==> src/hdl/secure_frame_pkg.sv <==
package secure_frame_pkg;

    ////////////////////////////////////////////////////////////////////////////
    // one byte beat of the frame stream
    typedef struct packed {
        logic [7:0] data;
        logic       sof;
        logic       eof;
        logic       abort;
    } beat_t;

    // fields a secure association may classify on
    typedef struct packed {
        logic da;
        logic sa;
        logic tpid1;
        logic vid1;
        logic tpid2;
        logic vid2;
        logic etype;
        logic label1;
        logic label2;
        logic sectag;
    } class_fields_t;

    typedef enum logic [2:0] {
        TAG_STD   = 3'h0,
        TAG_BYP1  = 3'h1,
        TAG_BYP2  = 3'h2,
        TAG_MPLS1 = 3'h3,
        TAG_MPLS2 = 3'h4
    } tag_mode_t;

    typedef enum logic [2:0] {
        ST_DATA = 3'b001,
        ST_ICV  = 3'b010,
        ST_HOLD = 3'b100
    } pipe_state_t;

    ////////////////////////////////////////////////////////////////////////////
    localparam logic [7:0]  ADDR_PAIR_LEN  = 8'h0C;
    localparam logic [7:0]  VLAN_TAG_LEN   = 8'h04;
    localparam logic [7:0]  MPLS_ETYPE_LEN = 8'h02;
    localparam logic [7:0]  MPLS_LABEL_LEN = 8'h04;
    localparam logic [15:0] SL_BYTE_POS    = 16'h0003;
    localparam logic [15:0] SL_BASE        = 16'h0001;
    localparam logic [15:0] ICV_LEN        = 16'h0010;
    localparam logic [3:0]  ICV_LAST       = 4'hF;
    localparam logic [15:0] MIN_FRAME      = 16'h0040;
    localparam logic [15:0] LEN_ONE        = 16'h0001;
    localparam logic [7:0]  PAUSE_XOFF     = 8'h40;
    localparam logic [7:0]  PAUSE_XON      = 8'h10;
    localparam logic [7:0]  PAUSE_MAX      = 8'hFF;

endpackage

==> src/hdl/secure_frame_pipeline.sv <==
`timescale 1ns/1ns
module secure_frame_pipeline (
    input  wire logic                            core_clk_i,
    input  wire logic                            nrst_i,
    input  wire logic                            ce_i,
    input  wire logic                            egress_i,
    input  wire logic                            bypass_i,
    input  wire logic                            validate_i,
    input  wire logic                            flow_drop_i,
    input  wire logic                            int_drop_en_i,
    input  wire secure_frame_pkg::tag_mode_t     tag_mode_i,
    input  wire secure_frame_pkg::class_fields_t sa_sel_i,
    input  wire logic [127:0]                    icv_i,
    input  wire logic                            icv_fail_i,
    input  wire logic                            mtu_err_i,
    input  wire secure_frame_pkg::beat_t         in_beat_i,
    input  wire logic                            in_valid_i,
    output logic                                 in_ready_o,
    output secure_frame_pkg::beat_t              out_beat_o,
    output logic                                 out_valid_o,
    input  wire logic                            out_ready_i,
    output secure_frame_pkg::class_fields_t      class_fields_o,
    output logic [7:0]                           short_length_field_o,
    output logic                                 short_length_valid_o,
    output logic                                 icv_err_o,
    output logic                                 len_err_o,
    output logic                                 pause_req_o
);
    secure_frame_pkg::pipe_state_t st_ff, nxt_st;
    secure_frame_pkg::beat_t       out_ff, nxt_out;
    logic                          out_vld_ff, nxt_out_vld;
    logic [15:0]                   cnt_ff, nxt_cnt;
    logic [7:0]                    sl_ff, nxt_sl;
    logic                          sl_got_ff, nxt_sl_got;
    logic                          depad_ff, nxt_depad;
    logic                          drop_ff, nxt_drop;
    logic                          byp_ff, nxt_byp;
    logic [127:0]                  icv_ff, nxt_icv;
    logic [3:0]                    icv_idx_ff, nxt_icv_idx;
    logic                          abort_pend_ff, nxt_abort_pend;
    logic [7:0]                    slf_ff, nxt_slf;
    logic                          slf_vld_ff, nxt_slf_vld;
    logic                          icv_err_ff, nxt_icv_err;
    logic                          len_err_ff, nxt_len_err;
    logic [7:0]                    sectag_off;
    logic                          in_fire, out_free;
    logic                          cur_depad, cur_drop, cur_byp;
    logic [15:0]                   pos, tot, sl_pos, shortfall, frame_len;
    logic                          past_end, last_keep, err_now;

    class_field_sel u_class (
        .core_clk_i   (core_clk_i),
        .nrst_i       (nrst_i),
        .ce_i         (ce_i),
        .tag_mode_i   (tag_mode_i),
        .egress_i     (egress_i),
        .sa_sel_i     (sa_sel_i),
        .fields_o     (class_fields_o),
        .sectag_off_o (sectag_off)
    );

    pause_ctrl u_pause (
        .core_clk_i (core_clk_i),
        .nrst_i     (nrst_i),
        .ce_i       (ce_i),
        .grow_i     (st_ff == secure_frame_pkg::ST_ICV && out_free),
        .slack_i    (!out_vld_ff && out_ready_i),
        .pause_o    (pause_req_o)
    );

    ////////////////////////////////////////////////////////////////////////////
    // handshake, per-frame decisions taken on the first byte, and per-byte position and error terms
    always_comb begin
        out_free   = !out_vld_ff || out_ready_i;
        in_ready_o = (st_ff == secure_frame_pkg::ST_HOLD)
                  || (st_ff == secure_frame_pkg::ST_DATA && out_free);
        in_fire    = in_valid_i && in_ready_o;
        cur_byp    = in_beat_i.sof ? bypass_i : byp_ff;
        cur_drop   = in_beat_i.sof ? (flow_drop_i && int_drop_en_i && !bypass_i) : drop_ff;
        cur_depad  = in_beat_i.sof ? (!egress_i && validate_i && !bypass_i
                                      && !(flow_drop_i && int_drop_en_i)) : depad_ff;
        pos        = in_beat_i.sof ? 16'h0000 : cnt_ff;
        sl_pos     = {8'h00, sectag_off} + secure_frame_pkg::SL_BYTE_POS;
        tot        = {8'h00, sectag_off} + secure_frame_pkg::SL_BASE + {8'h00, sl_ff}
                   + secure_frame_pkg::ICV_LEN;
        past_end   = cur_depad && sl_got_ff && pos >= tot;
        last_keep  = cur_depad && sl_got_ff && (pos + secure_frame_pkg::LEN_ONE == tot)
                   && !in_beat_i.eof;
        frame_len  = pos + secure_frame_pkg::LEN_ONE;
        shortfall  = tot - frame_len;
        err_now    = in_beat_i.abort || icv_fail_i || mtu_err_i;
    end

    ////////////////////////////////////////////////////////////////////////////
    always_comb begin
        nxt_st         = st_ff;
        nxt_out        = out_ff;
        nxt_out_vld    = out_vld_ff && !out_ready_i;
        nxt_cnt        = cnt_ff;
        nxt_sl         = sl_ff;
        nxt_sl_got     = sl_got_ff;
        nxt_depad      = depad_ff;
        nxt_drop       = drop_ff;
        nxt_byp        = byp_ff;
        nxt_icv        = icv_ff;
        nxt_icv_idx    = icv_idx_ff;
        nxt_abort_pend = abort_pend_ff;
        nxt_slf        = slf_ff;
        nxt_slf_vld    = 1'b0;
        nxt_icv_err    = 1'b0;
        nxt_len_err    = 1'b0;
        case (st_ff)
            secure_frame_pkg::ST_DATA, secure_frame_pkg::ST_HOLD: begin
                if (in_fire) begin
                    nxt_cnt   = frame_len;
                    nxt_depad = cur_depad;
                    nxt_drop  = cur_drop;
                    nxt_byp   = cur_byp;
                    if (in_beat_i.sof) begin
                        nxt_sl_got = 1'b0;
                    end
                    if (cur_depad && pos == sl_pos && in_beat_i.data != 8'h00) begin
                        nxt_sl     = in_beat_i.data;
                        nxt_sl_got = 1'b1;
                    end
                    if (st_ff == secure_frame_pkg::ST_HOLD) begin
                        if (in_beat_i.eof) begin
                            nxt_out.abort = out_ff.abort || err_now;
                            nxt_out_vld   = 1'b1;
                            nxt_st        = secure_frame_pkg::ST_DATA;
                        end
                    end else if (!cur_drop && !past_end) begin
                        nxt_out       = in_beat_i;
                        nxt_out.abort = in_beat_i.eof && err_now;
                        nxt_out_vld   = !last_keep;
                        if (last_keep) begin
                            nxt_out.eof = 1'b1;
                            nxt_st      = secure_frame_pkg::ST_HOLD;
                        end
                        if (in_beat_i.eof && egress_i && !cur_byp) begin
                            nxt_out.eof    = 1'b0;
                            nxt_out.abort  = 1'b0;
                            nxt_icv        = icv_i;
                            nxt_icv_idx    = 4'h0;
                            nxt_abort_pend = err_now;
                            nxt_st         = secure_frame_pkg::ST_ICV;
                            if (frame_len + secure_frame_pkg::ICV_LEN
                                < secure_frame_pkg::MIN_FRAME) begin
                                nxt_slf     = 8'(frame_len - {8'h00, sectag_off}
                                              - secure_frame_pkg::SL_BASE);
                                nxt_slf_vld = 1'b1;
                            end
                        end
                        if (in_beat_i.eof && cur_depad && sl_got_ff && frame_len < tot) begin
                            nxt_out.abort = 1'b1;
                            nxt_icv_err   = shortfall <= secure_frame_pkg::ICV_LEN;
                            nxt_len_err   = shortfall > secure_frame_pkg::ICV_LEN;
                        end
                    end
                end
            end
            secure_frame_pkg::ST_ICV: begin
                if (out_free) begin
                    nxt_out.data  = icv_ff[127:120];
                    nxt_out.sof   = 1'b0;
                    nxt_out.eof   = (icv_idx_ff == secure_frame_pkg::ICV_LAST);
                    nxt_out.abort = (icv_idx_ff == secure_frame_pkg::ICV_LAST) && abort_pend_ff;
                    nxt_out_vld   = 1'b1;
                    nxt_icv       = {icv_ff[119:0], 8'h00};
                    nxt_icv_idx   = icv_idx_ff + 4'h1;
                    if (icv_idx_ff == secure_frame_pkg::ICV_LAST) begin
                        nxt_st = secure_frame_pkg::ST_DATA;
                    end
                end
            end
            default: begin
                nxt_st = secure_frame_pkg::ST_DATA;
            end
        endcase
    end

    always_ff @(posedge core_clk_i or negedge nrst_i) begin
        if (!nrst_i) begin
            st_ff         <= secure_frame_pkg::ST_DATA;
            out_ff        <= '0;
            out_vld_ff    <= 1'b0;
            cnt_ff        <= 16'h0000;
            sl_ff         <= 8'h00;
            sl_got_ff     <= 1'b0;
            depad_ff      <= 1'b0;
            drop_ff       <= 1'b0;
            byp_ff        <= 1'b0;
            icv_ff        <= '0;
            icv_idx_ff    <= 4'h0;
            abort_pend_ff <= 1'b0;
            slf_ff        <= 8'h00;
            slf_vld_ff    <= 1'b0;
            icv_err_ff    <= 1'b0;
            len_err_ff    <= 1'b0;
        end else if (ce_i) begin
            st_ff         <= nxt_st;
            out_ff        <= nxt_out;
            out_vld_ff    <= nxt_out_vld;
            cnt_ff        <= nxt_cnt;
            sl_ff         <= nxt_sl;
            sl_got_ff     <= nxt_sl_got;
            depad_ff      <= nxt_depad;
            drop_ff       <= nxt_drop;
            byp_ff        <= nxt_byp;
            icv_ff        <= nxt_icv;
            icv_idx_ff    <= nxt_icv_idx;
            abort_pend_ff <= nxt_abort_pend;
            slf_ff        <= nxt_slf;
            slf_vld_ff    <= nxt_slf_vld;
            icv_err_ff    <= nxt_icv_err;
            len_err_ff    <= nxt_len_err;
        end
    end

    assign out_beat_o           = out_ff;
    assign out_valid_o          = out_vld_ff;
    assign short_length_field_o = slf_ff;
    assign short_length_valid_o = slf_vld_ff;
    assign icv_err_o            = icv_err_ff;
    assign len_err_o            = len_err_ff;
endmodule

==> src/hdl/class_field_sel.sv <==
`timescale 1ns/1ns
module class_field_sel (
    input  wire logic                           core_clk_i,
    input  wire logic                           nrst_i,
    input  wire logic                           ce_i,
    input  wire secure_frame_pkg::tag_mode_t    tag_mode_i,
    input  wire logic                           egress_i,
    input  wire secure_frame_pkg::class_fields_t sa_sel_i,
    output secure_frame_pkg::class_fields_t     fields_o,
    output logic [7:0]                          sectag_off_o
);
    secure_frame_pkg::class_fields_t allow;
    secure_frame_pkg::class_fields_t fields_ff;
    secure_frame_pkg::class_fields_t nxt_fields;
    logic [7:0]                      off_ff;
    logic [7:0]                      nxt_off;

    ////////////////////////////////////////////////////////////////////////////
    always_comb begin
        allow = '0;
        allow.da = 1'b1;
        allow.sa = 1'b1;
        nxt_off = secure_frame_pkg::ADDR_PAIR_LEN;
        case (tag_mode_i)
            secure_frame_pkg::TAG_STD: begin
                allow.tpid1  = egress_i;
                allow.vid1   = egress_i;
                allow.tpid2  = egress_i;
                allow.vid2   = egress_i;
                allow.etype  = egress_i;
                allow.sectag = !egress_i;
            end
            secure_frame_pkg::TAG_BYP1: begin
                allow.tpid1  = 1'b1;
                allow.vid1   = 1'b1;
                allow.tpid2  = egress_i;
                allow.vid2   = egress_i;
                allow.etype  = egress_i;
                allow.sectag = !egress_i;
                nxt_off = secure_frame_pkg::ADDR_PAIR_LEN + secure_frame_pkg::VLAN_TAG_LEN;
            end
            secure_frame_pkg::TAG_BYP2: begin
                allow.tpid1  = 1'b1;
                allow.vid1   = 1'b1;
                allow.tpid2  = 1'b1;
                allow.vid2   = 1'b1;
                allow.etype  = egress_i;
                allow.sectag = !egress_i;
                nxt_off = secure_frame_pkg::ADDR_PAIR_LEN + secure_frame_pkg::VLAN_TAG_LEN
                        + secure_frame_pkg::VLAN_TAG_LEN;
            end
            secure_frame_pkg::TAG_MPLS1, secure_frame_pkg::TAG_MPLS2: begin
                allow.etype  = 1'b1;
                allow.label1 = 1'b1;
                allow.label2 = (tag_mode_i == secure_frame_pkg::TAG_MPLS2);
                allow.sectag = !egress_i;
                nxt_off = secure_frame_pkg::ADDR_PAIR_LEN + secure_frame_pkg::MPLS_ETYPE_LEN
                        + secure_frame_pkg::MPLS_LABEL_LEN;
                if (tag_mode_i == secure_frame_pkg::TAG_MPLS2) begin
                    nxt_off = nxt_off + secure_frame_pkg::MPLS_LABEL_LEN;
                end
            end
            default: begin
                allow = '0;
            end
        endcase
        nxt_fields = allow & sa_sel_i;
    end

    always_ff @(posedge core_clk_i or negedge nrst_i) begin
        if (!nrst_i) begin
            fields_ff <= '0;
            off_ff    <= secure_frame_pkg::ADDR_PAIR_LEN;
        end else if (ce_i) begin
            fields_ff <= nxt_fields;
            off_ff    <= nxt_off;
        end
    end

    assign fields_o     = fields_ff;
    assign sectag_off_o = off_ff;
endmodule

==> src/hdl/pause_ctrl.sv <==
`timescale 1ns/1ns
module pause_ctrl (
    input  wire logic core_clk_i,
    input  wire logic nrst_i,
    input  wire logic ce_i,
    input  wire logic grow_i,
    input  wire logic slack_i,
    output logic      pause_o
);
    logic [7:0] debt_ff;
    logic [7:0] nxt_debt;
    logic       pause_ff;
    logic       nxt_pause;

    ////////////////////////////////////////////////////////////////////////////
    // expansion debt: added bytes not yet absorbed by idle line slots
    always_comb begin
        nxt_debt = debt_ff;
        if (grow_i && !slack_i && debt_ff != secure_frame_pkg::PAUSE_MAX) begin
            nxt_debt = debt_ff + 8'h01;
        end else if (slack_i && !grow_i && debt_ff != 8'h00) begin
            nxt_debt = debt_ff - 8'h01;
        end
        nxt_pause = pause_ff;
        if (debt_ff >= secure_frame_pkg::PAUSE_XOFF) begin
            nxt_pause = 1'b1;
        end else if (debt_ff <= secure_frame_pkg::PAUSE_XON) begin
            nxt_pause = 1'b0;
        end
    end

    always_ff @(posedge core_clk_i or negedge nrst_i) begin
        if (!nrst_i) begin
            debt_ff  <= 8'h00;
            pause_ff <= 1'b0;
        end else if (ce_i) begin
            debt_ff  <= nxt_debt;
            pause_ff <= nxt_pause;
        end
    end

    assign pause_o = pause_ff;
endmodule

==> config.mk <==
export PLATFORM = sky130hd
export DESIGN_NAME = secure_frame_pipeline
export DESIGN_NICKNAME = d
export VERILOG_FILES = /design/src/hdl/secure_frame_pkg.sv /design/src/hdl/secure_frame_pipeline.sv /design/src/hdl/class_field_sel.sv /design/src/hdl/pause_ctrl.sv
export SDC_FILE = /design/constraint.sdc
export NUM_CORES = 1
export LEC_CHECK = 0
export ABC_CLOCK_PERIOD_IN_PS = 13700
export BUFFER_PORTS_ARGS = -buffer_cell sky130_fd_sc_hd__buf_2
export CORE_AREA = 2 2 211 193
export CTS_CLUSTER_DIAMETER = 80
export DETAILED_ROUTE_END_ITERATION = 10
export DIE_AREA = 0 0 213 195
export GPL_ROUTABILITY_DRIVEN = 0
export SLEW_MARGIN = 20
export SYNTH_ARGS = -nofsm -noshare
export SYNTH_HDL_FRONTEND = slang
export SYNTH_SLANG_ARGS = --single-unit
==> constraint.sdc <==
create_clock -name core_clk_i -period 13.7 [get_ports core_clk_i]
set_clock_uncertainty 0.2 [all_clocks]
set_input_delay 0.685 -clock core_clk_i [delete_from_list [all_inputs] [get_ports core_clk_i]]
set_output_delay 0.685 -clock core_clk_i [all_outputs]
set_load 0.01 [all_outputs]
==> impl_metrics.csv <==
group,metric,value,unit
floorplanning,io_pins,199,
cts,clock-root-buffer,"clkbuf_16",
power,combPwrFrac,0.277,
sta,drv_slew,0,
logic_synthesis,synth_area_leaders,"dfrtp_1, nand2_1, a31oi_1",
sta,fmax,0.186,GHz
setup_path,crit_arrival,5.63,ns
sta,tightest_slew,1.14,ns
logic_synthesis,yosys_warnings,0,
grt,track_usage,0.155,
power,power,2.50,mW
cts,clk_latency,0.55,ns
job,max_cap_violations,0,
power,p_switching,831,uW
setup_path,critPathKind,"reg2reg",
logic_synthesis,synth-edff-count,0,
grt,grt_overflow,0,
drt,vias,10204,
finish,nets,1744,
drt,drt_wl_total,32600,um
finish,layout-drive-gt1-share,0.189,
drt,final_antenna_net_count,0,
logic_synthesis,yosysTopAreaCell,"dfrtp_1",
logic_synthesis,yosysUniqueCellTypes,65,
cts,cts_tree,"built",
floorplanning,initial_core_util,0.298,
min_path,hold_class,"in2reg",
sta,rsz0062_at_grt,"no",
cts,numCtsBuffers,25,
cts,cts_buffer_depth,3,
cts,cts.clk_slew.worst_paths,0.06,ns
power,pwr-share-clk,0.310,
drt,wire_per_inst,15.6,um
grt,grt_antenna_before_repair,12,
power,switching_share,0.333,
floorplanning,core-area,39100,um^2
place,dpl_worst_slack,8.36,ns
logic_synthesis,synth-seq-cells,210,
sta,finalHoldViolCount,0,
logic_synthesis,ys_seq_area_frac,0.451,
place,detailed_place_hpwl,23000,um
drt,drt_iter0_markers,633,
finish,fill_cells,4047,
finish,layout.cells.most_common,"nand2_1",
logic_synthesis,avgSynthCellArea,8.38,um^2
floorplanning,die_h,195,um
power,cellInternalPower,1.67,mW
logic_synthesis,synthCells,1392,
setup_path,end_kind,"flop",
sta,slew_headroom,0.243,
sta,hold_ws,0.149,ns
finish,area_growth,20.4,%
setup_path,worstPathRequired,13.95,ns
floorplanning,dieArea,41500,um^2
drt,route.detailed.drc,0,
floorplanning,die_w,213,um
logic_synthesis,synth_area,11700,um^2
logic_synthesis,mappedNetlistNets,1598,
cts,post_cts_resized,0,
logic_synthesis,async_flop_share,1.00,
floorplanning,fp-row-count,69,
logic_synthesis,synth_top_cell_area_share,0.444,
finish,layout_common_cells,"nand2_1, dfrtp_1, buf_2",
drt,viasPerCell,4.87,
sta,fin_crit,5.38,ns
grt,grt_pass1_wl,52200,um
sta,fin_crit_sh,0.393,
power,pwr_density_cell,178,nW/um^2
setup_path,cp-start-kind,"flop",
power,ir_drop,0.113,mV
grt,grt_max_degree,262,
finish,multi_input_area,5820,um^2
finish,regArea,5260,um^2
sta,setup_viol,0,
cts,postCtsSetupRepairBufs,0,
power,seq_power_share,0.413,
finish,fin_area,14000,um^2
status,status,"completed",
logic_synthesis,ys.flop_type,"dfrtp_1",
place,portBuffers,198,
setup_path,critPathMaxFanout,261,
cts,cts_htree_levels,1,
power,p_leak,6.30,nW
drt,drt_pass1_iterations,5,
grt,grt_pass1_vias,9854,
cts,numClockSinks,210,
place,post_dp_cell_area,13100,um^2
sta,finalWorstSetupSlack,8.32,ns
sta,fin_setup_tns,0,ns
## cell usage after synthesis, drive strengths merged (4+ instances only)
cell     number
nand2       316
dfrtp       207
nor2        166
a31oi       133
inv          63
clkbuf       62
o21ai        61
ha           40
buf          27
a21oi        26
xnor2        26
nand3        25
mux2         23
nor2b        20
nor3         18
nor4         16
nand2b       15
a21o         11
nand4        10
xor2         10
and3          8
mux2i         8
o21bai        8
o21a          7
a211oi        6
o211ai        6
o22ai         6
a2111oi       5
nand4b        5
or2           5
or4           5
or3           4
## metal layers
| metal | global-route usage | part of all wire | wire [um] | up-vias |
|---|---|---|---|---|
| met5 | 0 | 0.0024 | 78 | - |
| met4 | 0.0409 | 0.025 | 824 | 14 |
| met3 | 0.0397 | 0.063 | 2040 | 58 |
| met2 | 0.243 | 0.45 | 14700 | 235 |
| met1 | 0.211 | 0.46 | 15000 | 4797 |
| li1 | - | - | - | 5100 |
## critical path, stage by stage (launching register included)
cell and delay, ns:
dfrtp_1 0.44, ha_1 0.30, ha_1 0.16, inv_1 0.06, fa_1 0.40, inv_1 0.07
a21oi_1 0.05, o21bai_1 0.19, a21o_1 0.14, nand2_1 0.06, xnor2_1 0.27, inv_1 0.08
ha_1 0.30, a2111o_1 0.40, a211oi_1 0.35, o21bai_1 0.21, a2111oi_4 0.43, buf_12 0.61
nor2_1 0.10, a31oi_1 0.17
## layout make-up
class                      instances  share of cell area
antenna                            5            0.000891
timing repair buffer             208              0.0777
clock inverter                    18              0.0213
multi-input combinational       1030               0.414
inverter                          63              0.0168
clock buffer                      28              0.0468
tap                              532              0.0474
sequential                       210               0.375
## metrics by stage
step	std cells	util
floorplan	1392	-
global placement	2042	0.334
detailed placement	2042	0.334
CTS	2089	0.359
global route	2092	0.359
finish	2094	0.359
## state kept, by name, summed over array words and instances, names as in the netlist, 3 cells and up
| signal | cells |
|---|---|
| icv_ff | 128 |
| cnt_ff | 16 |
| out_beat_o | 11 |
| u_class.fields_o | 10 |
| short_length_field_o | 8 |
| sl_ff | 8 |
| u_pause.debt_ff | 8 |
| icv_idx_ff | 4 |
| u_class.sectag_off_o | 4 |
| st_ff | 3 |
## worst paths after layout
| kind | start | endpoint | slack, ns | cells past startpoint |
|---|---|---|---|---|
| worst max-delay path | u_class.sectag_off_o[1] | icv_ff[122] | 8.32 | 19 |
| worst min-delay path | sa_sel_i[7] | u_class.fields_o[7] | 0.15 | 3 |
| worst max register to register | u_class.sectag_off_o[1] | icv_ff[122] | 8.32 | 19 |
| worst min register to register | u_pause.pause_o | u_pause.pause_o | 0.27 | 2 |
| max in group asynchronous | nrst_i | icv_ff[82] | 11.33 | 3 |
| min in group asynchronous | nrst_i | u_class.fields_o[1] | 0.50 | 2 |
## power by group through the flow
stage / sequential [mW] / combinational (mW) / clock (mW)
global route: 1.07 / 0.792 / 0.821
detailed placement: 1.04 / 0.698 / 0
floorplan: 1.01 / 0.516 / 0
global placement: 1.03 / 0.675 / 0
finish: 1.03 / 0.692 / 0.774
CTS: 1.03 / 0.698 / 0.797
## repair_timing
item	CTS	global route
setup endpoints to repair	0	0
hold buffers	1	0
endpoints found under the hold margin	81	0
## logic make-up (layout without fill, tap and decap cells)
| logic type | count (synthesis) | count (layout) | share of synthesized area |
|---|---|---|---|
| AND/OR/NAND/NOR | 626 | 626 | 0.232 |
| AO/OA/AOI/OAI | 295 | 295 | 0.162 |
| flip-flops | 210 | 210 | 0.451 |
| buffers and inverters | 152 | 317 | 0.0520 |
| adder cells (fa/ha/maj) | 42 | 42 | 0.0463 |
| XOR/XNOR | 36 | 36 | 0.0270 |
| multiplexers | 31 | 31 | 0.0291 |
| other | 0 | 5 | 0 |
(Power assumes the default switching activity.)
